$ cat config.mk
export PLATFORM = sky130hd
export DESIGN_NAME = pdspt_policy_timers
export DESIGN_NICKNAME = d
export VERILOG_FILES = /design/src/pdspt_pkg.sv /design/src/pdspt_policy_timers.sv
export SDC_FILE = /design/constraint.sdc
export NUM_CORES = 1
export LEC_CHECK = 0
export BUFFER_PORTS_ARGS = -buffer_cell sky130_fd_sc_hd__buf_2
export CAP_MARGIN = 30
export CORE_UTILIZATION = 60
export CTS_CLUSTER_SIZE = 25
export DETAILED_ROUTE_END_ITERATION = 10
export PLACE_DENSITY = 0.77
export SLEW_MARGIN = 20
export SYNTH_ARGS = -nofsm -noshare
export SYNTH_HDL_FRONTEND = slang
export SYNTH_SLANG_ARGS = --single-unit
$ cat constraint.sdc
create_clock -name sys_clk -period 4.8 [get_ports sys_clk]
set_input_delay 0.48 -clock sys_clk [delete_from_list [all_inputs] [get_ports sys_clk]]
set_output_delay 0.48 -clock sys_clk [all_outputs]
set_load 0.005 [all_outputs]
$ cat src/pdspt_pkg.sv
// Purpose: Shared constants and carriers for the source policy timer block
// Assumes: 25 MHz system clock, inputs already synchronous
// Notes: Times kept in their own units, cycle counts derived from them
package pdspt_pkg;

    localparam int unsigned CLK_HZ = 25000000;
    localparam int unsigned CYC_PER_MS = CLK_HZ / 1000;
    localparam int unsigned CYC_PER_US = CLK_HZ / 1000000;

    localparam int unsigned T_PROT_ARM_MS = 190;
    localparam int unsigned T_SETTLE_MS = 260;
    localparam int unsigned T_SRC_RECOVER_MS = 765;
    localparam int unsigned T_HR_GATE_OFF_MS = 30;
    localparam int unsigned T_ATTACH_DEB_MS = 185;
    localparam int unsigned T_SNK_TRANS_MS = 24;
    localparam int unsigned T_FAULT_RETRY_MS = 1395;
    localparam int unsigned T_SHORT_RETRY_MS = 985;
    localparam int unsigned T_TURN_ON_MS = 600;
    localparam int unsigned T_SILENCE_RETRY_MS = 4800;
    localparam int unsigned T_AUX_RAIL_MAX_MS = 5;
    localparam int unsigned T_FAST_OFF_MAX_US = 30;
    localparam int unsigned T_DSCG_STOP_MAX_US = 10;

    // Least times round up; all are whole milliseconds so exact
    localparam int unsigned C_PROT_ARM = T_PROT_ARM_MS * CYC_PER_MS;
    localparam int unsigned C_SETTLE = T_SETTLE_MS * CYC_PER_MS;
    localparam int unsigned C_SRC_RECOVER = T_SRC_RECOVER_MS * CYC_PER_MS;
    localparam int unsigned C_HR_GATE_OFF = T_HR_GATE_OFF_MS * CYC_PER_MS;
    localparam int unsigned C_ATTACH_DEB = T_ATTACH_DEB_MS * CYC_PER_MS;
    localparam int unsigned C_SNK_TRANS = T_SNK_TRANS_MS * CYC_PER_MS;
    localparam int unsigned C_FAULT_RETRY = T_FAULT_RETRY_MS * CYC_PER_MS;
    localparam int unsigned C_SHORT_RETRY = T_SHORT_RETRY_MS * CYC_PER_MS;
    localparam int unsigned C_TURN_ON = T_TURN_ON_MS * CYC_PER_MS;
    localparam int unsigned C_SILENCE_RETRY = T_SILENCE_RETRY_MS * CYC_PER_MS;
    // Longest times round down; the design meets them in one cycle
    localparam int unsigned C_AUX_RAIL_MAX = T_AUX_RAIL_MAX_MS * CYC_PER_MS;
    localparam int unsigned C_FAST_OFF_MAX = T_FAST_OFF_MAX_US * CYC_PER_US;
    localparam int unsigned C_DSCG_STOP_MAX = T_DSCG_STOP_MAX_US * CYC_PER_US;

    localparam int CNT_W = 32;
    localparam logic [CNT_W-1:0] CNT_ZERO = 32'h0000_0000;
    localparam logic [CNT_W-1:0] CNT_ONE = 32'h0000_0001;
    localparam logic [1:0] SEL_DEFAULT = 2'h0;

    typedef enum logic [2:0] {
        PDSPT_IDLE = 3'b000,
        PDSPT_DEBOUNCE = 3'b001,
        PDSPT_POWERED = 3'b010,
        PDSPT_HR_TX = 3'b011,
        PDSPT_HR_HOLD = 3'b100,
        PDSPT_RECOVER = 3'b101
    } pdspt_state_t;

    typedef enum logic [1:0] {
        PDSPT_TR_IDLE = 2'b00,
        PDSPT_TR_WAIT = 2'b01,
        PDSPT_TR_SETTLE = 2'b10
    } pdspt_trans_t;

    // Sensed conditions and link events
    typedef struct packed {
        logic sink_present;
        logic gate_disable_input_n;
        logic main_supply_input;
        logic vbus_short;
        logic fast_ovp;
        logic ocp_large;
        logic high_current_mode;
        logic first_thermal_trip;
        logic pd_msg_rx;
        logic request_accepted;
        logic [1:0] request_sel;
        logic hard_reset_done;
    } pdspt_sense_t;

    // Driven pins and link requests
    typedef struct packed {
        logic attach_indicator_n;
        logic aux_logic_rail_out;
        logic nfet_gate_drive;
        logic protection_armed;
        logic supply_select_0;
        logic supply_select_1;
        logic rp_3a_advertise;
        logic active_discharge_en;
        logic bleed_discharge_en;
        logic hard_reset_tx;
        logic ps_rdy_tx;
    } pdspt_drive_t;

endpackage : pdspt_pkg

$ cat src/pdspt_policy_timers.sv
// Purpose: Attach, power-up, transition and retry sequencing for a PD source
// Assumes: Single 25 MHz clock; sense inputs synchronous and deglitched
// Notes: Long counts are parameters so simulation can shorten them
`timescale 1ns/1ns
module pdspt_policy_timers
    import pdspt_pkg::*;
#(
    parameter int unsigned PROT_ARM_CYC = pdspt_pkg::C_PROT_ARM,
    parameter int unsigned SETTLE_CYC = pdspt_pkg::C_SETTLE,
    parameter int unsigned SRC_RECOVER_CYC = pdspt_pkg::C_SRC_RECOVER,
    parameter int unsigned HR_GATE_OFF_CYC = pdspt_pkg::C_HR_GATE_OFF,
    parameter int unsigned ATTACH_DEB_CYC = pdspt_pkg::C_ATTACH_DEB,
    parameter int unsigned SNK_TRANS_CYC = pdspt_pkg::C_SNK_TRANS,
    parameter int unsigned FAULT_RETRY_CYC = pdspt_pkg::C_FAULT_RETRY,
    parameter int unsigned SHORT_RETRY_CYC = pdspt_pkg::C_SHORT_RETRY,
    parameter int unsigned TURN_ON_CYC = pdspt_pkg::C_TURN_ON,
    parameter int unsigned SILENCE_RETRY_CYC = pdspt_pkg::C_SILENCE_RETRY
)(
    input wire logic sys_clk,
    input wire logic rst_n,
    input wire pdspt_pkg::pdspt_sense_t sense,
    output pdspt_pkg::pdspt_drive_t drive
);
    import pdspt_pkg::*;

    localparam logic [CNT_W-1:0] PROT_ARM_L = CNT_W'(PROT_ARM_CYC);
    localparam logic [CNT_W-1:0] SETTLE_L = CNT_W'(SETTLE_CYC);
    localparam logic [CNT_W-1:0] RECOVER_L = CNT_W'(SRC_RECOVER_CYC);
    localparam logic [CNT_W-1:0] HR_OFF_L = CNT_W'(HR_GATE_OFF_CYC);
    localparam logic [CNT_W-1:0] DEB_L = CNT_W'(ATTACH_DEB_CYC);
    localparam logic [CNT_W-1:0] TRANS_L = CNT_W'(SNK_TRANS_CYC);
    localparam logic [CNT_W-1:0] FAULT_L = CNT_W'(FAULT_RETRY_CYC);
    localparam logic [CNT_W-1:0] SHORT_L = CNT_W'(SHORT_RETRY_CYC);
    localparam logic [CNT_W-1:0] TURN_ON_L = CNT_W'(TURN_ON_CYC);
    localparam logic [CNT_W-1:0] SILENCE_L = CNT_W'(SILENCE_RETRY_CYC);

    pdspt_state_t state_q;
    pdspt_trans_t tr_q;
    logic [CNT_W-1:0] seq_cnt_q;
    logic [CNT_W-1:0] prot_cnt_q;
    logic [CNT_W-1:0] retry_cnt_q;
    logic [CNT_W-1:0] tr_cnt_q;
    logic [CNT_W-1:0] retry_lim;
    logic [1:0] sel_q;
    logic [1:0] req_sel_q;
    logic first_retry_q;
    logic thermal_hr_q;
    logic gate_on;
    logic supply_fault;
    logic fast_trip;
    logic retry_due;
    logic start_hr;
    logic detach;
    logic gate_en;

    assign detach = !sense.sink_present && (state_q != PDSPT_IDLE);
    assign gate_on = (state_q == PDSPT_POWERED) || (state_q == PDSPT_HR_TX)
        || ((state_q == PDSPT_HR_HOLD) && (seq_cnt_q < HR_OFF_L));
    assign supply_fault = !sense.gate_disable_input_n || !sense.main_supply_input;
    // large ocp path, only in high-current mode
    assign fast_trip = sense.fast_ovp || (sense.ocp_large && sense.high_current_mode);
    assign gate_en = gate_on && !fast_trip && !detach && sense.gate_disable_input_n;

    always_comb
    begin
        if (supply_fault)
            retry_lim = first_retry_q ? TURN_ON_L : FAULT_L;
        else if (sense.vbus_short)
            retry_lim = SHORT_L;
        else
            retry_lim = SILENCE_L;
    end

    assign retry_due = (retry_cnt_q >= retry_lim);
    assign start_hr = (state_q == PDSPT_POWERED)
        && (retry_due || fast_trip || sense.first_thermal_trip);

    // Main sequence; one counter reused for debounce, hold and recovery
    always_ff @(posedge sys_clk or negedge rst_n)
    begin
        if (!rst_n)
        begin
            state_q <= PDSPT_IDLE;
            seq_cnt_q <= CNT_ZERO;
            thermal_hr_q <= 1'b0;
        end
        else if (detach)
        begin
            state_q <= PDSPT_IDLE;
            seq_cnt_q <= CNT_ZERO;
            thermal_hr_q <= 1'b0;
        end
        else
        begin
            case (state_q)
                PDSPT_IDLE:
                begin
                    seq_cnt_q <= CNT_ZERO;
                    if (sense.sink_present)
                        state_q <= PDSPT_DEBOUNCE;
                end
                PDSPT_DEBOUNCE:
                begin
                    seq_cnt_q <= seq_cnt_q + CNT_ONE;
                    if (seq_cnt_q >= DEB_L - CNT_ONE)
                        state_q <= PDSPT_POWERED;
                end
                PDSPT_POWERED:
                begin
                    seq_cnt_q <= CNT_ZERO;
                    if (start_hr)
                    begin
                        state_q <= PDSPT_HR_TX;
                        thermal_hr_q <= sense.first_thermal_trip;
                    end
                end
                PDSPT_HR_TX:
                begin
                    if (sense.hard_reset_done)
                        state_q <= PDSPT_HR_HOLD;
                end
                PDSPT_HR_HOLD:
                begin
                    seq_cnt_q <= seq_cnt_q + CNT_ONE;
                    if (seq_cnt_q >= HR_OFF_L)
                    begin
                        seq_cnt_q <= CNT_ZERO;
                        state_q <= thermal_hr_q ? PDSPT_RECOVER : PDSPT_POWERED;
                    end
                end
                PDSPT_RECOVER:
                begin
                    // gate held off, longer while trip persists
                    seq_cnt_q <= seq_cnt_q + CNT_ONE;
                    if (sense.first_thermal_trip)
                        seq_cnt_q <= CNT_ZERO;
                    else if (seq_cnt_q >= RECOVER_L - CNT_ONE)
                        state_q <= PDSPT_POWERED;
                end
                default:
                begin
                    state_q <= PDSPT_IDLE;
                end
            endcase
        end
    end

    // Retry interval counter, restarted on each hard reset and message
    always_ff @(posedge sys_clk or negedge rst_n)
    begin
        if (!rst_n)
        begin
            retry_cnt_q <= CNT_ZERO;
            first_retry_q <= 1'b1;
        end
        else if (state_q == PDSPT_IDLE || state_q == PDSPT_DEBOUNCE || detach)
        begin
            // counters cleared until attach is debounced
            retry_cnt_q <= CNT_ZERO;
            first_retry_q <= 1'b1;
        end
        else if (start_hr)
        begin
            retry_cnt_q <= CNT_ZERO;
            first_retry_q <= 1'b0;
        end
        else if (sense.pd_msg_rx)
            retry_cnt_q <= CNT_ZERO;
        else
            retry_cnt_q <= retry_cnt_q + CNT_ONE;
    end

    // Protection arming; restarts each time gate_on turns back on, not after a fast-trip or disable-input gate cut
    always_ff @(posedge sys_clk or negedge rst_n)
    begin
        if (!rst_n)
            prot_cnt_q <= CNT_ZERO;
        else if (!gate_on || detach)
            prot_cnt_q <= CNT_ZERO;
        else if (prot_cnt_q < PROT_ARM_L)
            prot_cnt_q <= prot_cnt_q + CNT_ONE;
    end

    // Voltage transition: wait, switch selects, settle, then PS_RDY
    always_ff @(posedge sys_clk or negedge rst_n)
    begin
        if (!rst_n)
        begin
            tr_q <= PDSPT_TR_IDLE;
            tr_cnt_q <= CNT_ZERO;
            sel_q <= SEL_DEFAULT;
            req_sel_q <= SEL_DEFAULT;
        end
        else if (state_q != PDSPT_POWERED || detach)
        begin
            // Hard reset or detach returns the supply to default
            tr_q <= PDSPT_TR_IDLE;
            tr_cnt_q <= CNT_ZERO;
            sel_q <= SEL_DEFAULT;
        end
        else
        begin
            case (tr_q)
                PDSPT_TR_IDLE:
                begin
                    tr_cnt_q <= CNT_ZERO;
                    if (sense.request_accepted)
                    begin
                        req_sel_q <= sense.request_sel;
                        tr_q <= PDSPT_TR_WAIT;
                    end
                end
                PDSPT_TR_WAIT:
                begin
                    tr_cnt_q <= tr_cnt_q + CNT_ONE;
                    if (tr_cnt_q >= TRANS_L - CNT_ONE)
                    begin
                        sel_q <= req_sel_q;
                        tr_cnt_q <= CNT_ZERO;
                        tr_q <= PDSPT_TR_SETTLE;
                    end
                end
                PDSPT_TR_SETTLE:
                begin
                    // supply settling, counted from the select pins changing
                    tr_cnt_q <= tr_cnt_q + CNT_ONE;
                    if (tr_cnt_q >= SETTLE_L)
                        tr_q <= PDSPT_TR_IDLE;
                end
                default:
                begin
                    tr_q <= PDSPT_TR_IDLE;
                end
            endcase
        end
    end

    // Registered pin drive
    always_ff @(posedge sys_clk or negedge rst_n)
    begin
        if (!rst_n)
        begin
            drive <= '0;
            drive.attach_indicator_n <= 1'b1;
        end
        else
        begin
            drive.attach_indicator_n <= !(sense.sink_present
                && (state_q != PDSPT_IDLE) && (state_q != PDSPT_DEBOUNCE));
            // aux rail on first cycle of attach
            drive.aux_logic_rail_out <= sense.sink_present;
            // gate cut on fast trip, one cycle
            drive.nfet_gate_drive <= gate_en;
            drive.protection_armed <= gate_on && (prot_cnt_q >= PROT_ARM_L);
            drive.supply_select_0 <= sel_q[0];
            drive.supply_select_1 <= sel_q[1];
            // 3 A from gate turn-on until first message
            if (!gate_en)
                drive.rp_3a_advertise <= 1'b0;
            else if (sense.pd_msg_rx)
                drive.rp_3a_advertise <= 1'b0;
            else if (!drive.nfet_gate_drive)
                drive.rp_3a_advertise <= 1'b1;
            // active discharge stops on thermal trip
            drive.active_discharge_en <= !gate_on && !sense.first_thermal_trip
                && (state_q != PDSPT_IDLE) && (state_q != PDSPT_DEBOUNCE);
            // bleed keeps running through thermal trip
            drive.bleed_discharge_en <= 1'b1;
            drive.hard_reset_tx <= start_hr;
            drive.ps_rdy_tx <= (tr_q == PDSPT_TR_SETTLE)
                && (tr_cnt_q >= SETTLE_L) && !detach
                && (state_q == PDSPT_POWERED);
        end
    end

endmodule : pdspt_policy_timers

==> flow_summary.yaml <==
status:
  status: "finished, final reports clean"
route:
  first_pass_iters: 5
  drc: 0
  wl_per_cell_um: 15.7
  wl_met1_mm: 8.51
  first_iter_violations: 526
  finalWirelength_mm: 17.9
  vias: 6935
  top_layer: "met4"
  wl_met3_um: 790
  wl_met2_mm: 8.36
  final_antenna_net_count: 0
  viasPerCell: 6.05
power:
  vdd_drop_max_v: 0.000244
  p_leak_nw: 3.83
  cellPowerDensity_nw_per_um2: 306
die:
  die_w_um: 120
  core_area_um2: 13500
  row_count: 42
  start_util_pct: 62.6
  die_y_um: 120
  dieArea_um2: 14500
  io_pins: 26
clocking:
  clock-sinks: 150
  h-tree-depth: 4
  postCtsResizedCells: 0
  root_buffer: "clkbuf_16"
  path_clk_slew_ns: 0.06
  clk_latency_ns: 0.43
  cts_inserted_buffers: 17
  clockBufferDepth: 2
  cts_hold_buf: 0
  cts_tree: "yes"
  post_cts_buffers: 0
critical_path:
  critical_path_arrival_ns: 3.63
  critical_path_class: "reg2reg"
  cp_common_cell: "o211ai_1"
  r2r_end: "retry_cnt_q[19]"
  cp-end-kind: "flop"
  max_stage_delay_ns: 0.58
  crit_slowest_cell: "a311o_1"
  required_ns: 5.11
  endpoint: "retry_cnt_q[19]"
  crit_fanout: 18
  crit_chain: "a21boi_1 -> inv_1 -> ha_1 -> o211ai_1 -> a2111oi_0 -> o211ai_1 -> nand3_1 -> a311o_1 -> buf_4 -> nor2_1"
  reg2regPathDepth: 10
  r2r-start: "first_retry_q"
  cp-start-kind: "flop"
  startpoint: "first_retry_q"
  r2r_slack_ns: 1.48
global_routing:
  grt_max_degree: 73
  antenna_found_initial: 0
  grt_usage_pct: 26.6
  grt_remaining_overflow: 0
  first_global_vias: 6589
  grt_first_pass_wirelength_mm: 30.9
placement:
  portBuffers: 25
  routabilityCongestion: 0.852
  dp_hpwl_mm: 12.1
logic_synthesis:
  synth_flop_cell: "dfrtp_1"
  synth_most_common_cell: "dfrtp_1"
  synth.largest_area_cell: "dfrtp_1"
  yosysUniqueCellTypes: 67
  synthTopCellsByArea: "dfrtp_1 44%, nor2_1 4.5%, ha_1 4.3%, a21oi_1 3.4%, xor2_1 3.4%"
  synthArstFlopShare_pct: 100
  syn_nets: 987
  yosysWarnings: 0
  syn_avg_cell_area_um2: 8.93
  synth_top_area_share_pct: 44.0
  seq_area_frac_synth_pct: 44.6
  syn_inst: 943
  ys_ff_latch: 150
  ys_top_cells_by_count: "148 x dfrtp_1, 102 x nor2_1, 74 x nand2_1"
  syn_area_um2: 8420
  synth_edf_count: 0
sta:
  clock_skew_ns: 0.0110
  drv_slew: 0
  tightest_slew_ns: 0.840
  final.min_clock_period_ns: 3.32
  rsz0062_at_grt: "no"
  setup_tns_ns: 0
  max-slew-margin-rel_pct: 43.6
  hold_viol: 0
  min_period_over_period_pct: 69.2
  setup_violations: 0
  max_freq_ghz: 0.301
flow_run:
  maxCapViolCount: 0
final_layout:
  drive_above_1_share_pct: 8.14
  antenna_cells: 0
  area_delta_synth_final_pct: 10.1
  final_util_pct: 69.0
  fin_nets: 1001
hold_path:
  hp-class: "in2async"
## cells in the final DEF (no fill, tap or decap), drive strengths merged, types with 5 or more instances in the layout
| cell | synthesis | final |
|---|---|---|
| dfrtp | 148 | 148 |
| nor2 | 102 | 102 |
| nand2 | 74 | 74 |
| a21oi | 58 | 58 |
| nand3 | 55 | 55 |
| inv | 52 | 55 |
| o21ai | 50 | 50 |
| xor2 | 33 | 33 |
| buf | 5 | 33 |
| nand4 | 30 | 30 |
| nor3 | 29 | 29 |
| ha | 29 | 29 |
| or3 | 27 | 27 |
| xnor2 | 26 | 26 |
| clkbuf | 33 | 18 |
| and3 | 17 | 17 |
| o31ai | 16 | 16 |
| and2 | 16 | 16 |
| or4 | 16 | 16 |
| a21o | 15 | 15 |
| nor4 | 14 | 14 |
| mux2i | 9 | 9 |
| and4 | 8 | 8 |
| nor3b | 6 | 6 |
| clkinvlp | 0 | 6 |
| nor2b | 5 | 5 |
| or2 | 5 | 5 |
| clkinv | 0 | 5 |
## kinds of logic (layout without fill, tap and decap cells)
kind of cell	Yosys count	in the layout	synth area share, %
adders and majority gates	31	31	4.54
muxes	11	11	1.34
xor gates and xnor gates	59	59	6.13
buffers and inverters	90	117	4.16
and+or+nand+nor	413	413	25.1
other	1	1	0.0445
DFF	150	150	44.6
AOI/OAI and AO/OA	188	188	14.1
## area by class of cell
cell class	count	area, um^2
multi-input cells	703	4340
fillers	1073	4170
flip-flops and latches	150	3760
clock buffers	18	429
repair buffers	33	239
well taps	176	220
inverters	52	195
clock inverters	14	104
## routing by layer
metal / GRT usage, % / vias up
met3: 5.42 / 22
li1: - / 3403
met2: 41.6 / 149
met5: 0 / -
met1: 37.1 / 3361
met4: 8.64 / 0
## worst max-delay path: cells and delay by family (launching register included)
family	cells	cell delay [ns]
buf+inv	2	0.52
flops	1	0.53
simple gates	2	0.24
fa+ha+maj	1	0.33
compound gates	5	1.59
## registers in the layout, indices dropped and copies added, names as in the netlist
signal,count
req_sel_q,2
prot_cnt_q,32
drive,11
thermal_hr_q,1
seq_cnt_q,32
state_q,3
tr_cnt_q,32
tr_q,2
sel_q,2
retry_cnt_q,32
first_retry_q,1
## worst min path at each step
stage / startpoint / end / slack (ns) / cells past startpoint
after floorplan: rst_n / drive[0] / 0.18 / 0
after global placement: sel_q[0] / drive[6] / 0.37 / 0
after detailed placement: sel_q[1] / drive[5] / 0.37 / 0
after CTS: rst_n / seq_cnt_q[3] / 0.09 / 1
after global routing: rst_n / seq_cnt_q[3] / 0.12 / 1
final: rst_n / seq_cnt_q[3] / 0.07 / 1
## metrics by stage
stage	total power, W	instances	setup slack [ns]	instance area, um^2	hold WS, ns
finish	0.00284	1146	1.48	9280	0.0699
global route	0.00295	1146	1.22	9280	0.123
floorplan	0.00154	943	2.19	8420	0.184
CTS	0.00283	1144	1.51	9240	0.0894
global placement	0.00162	1111	1.51	8670	0.370
detailed placement	0.00163	1112	1.43	8700	0.370
## power by group
group	switching [W]	internal, W
clock	0.000542	0.000662
combinational	0.000198	0.000104
sequential	0.0000371	0.00130
Note: power is estimated with default switching activity, not from simulation.
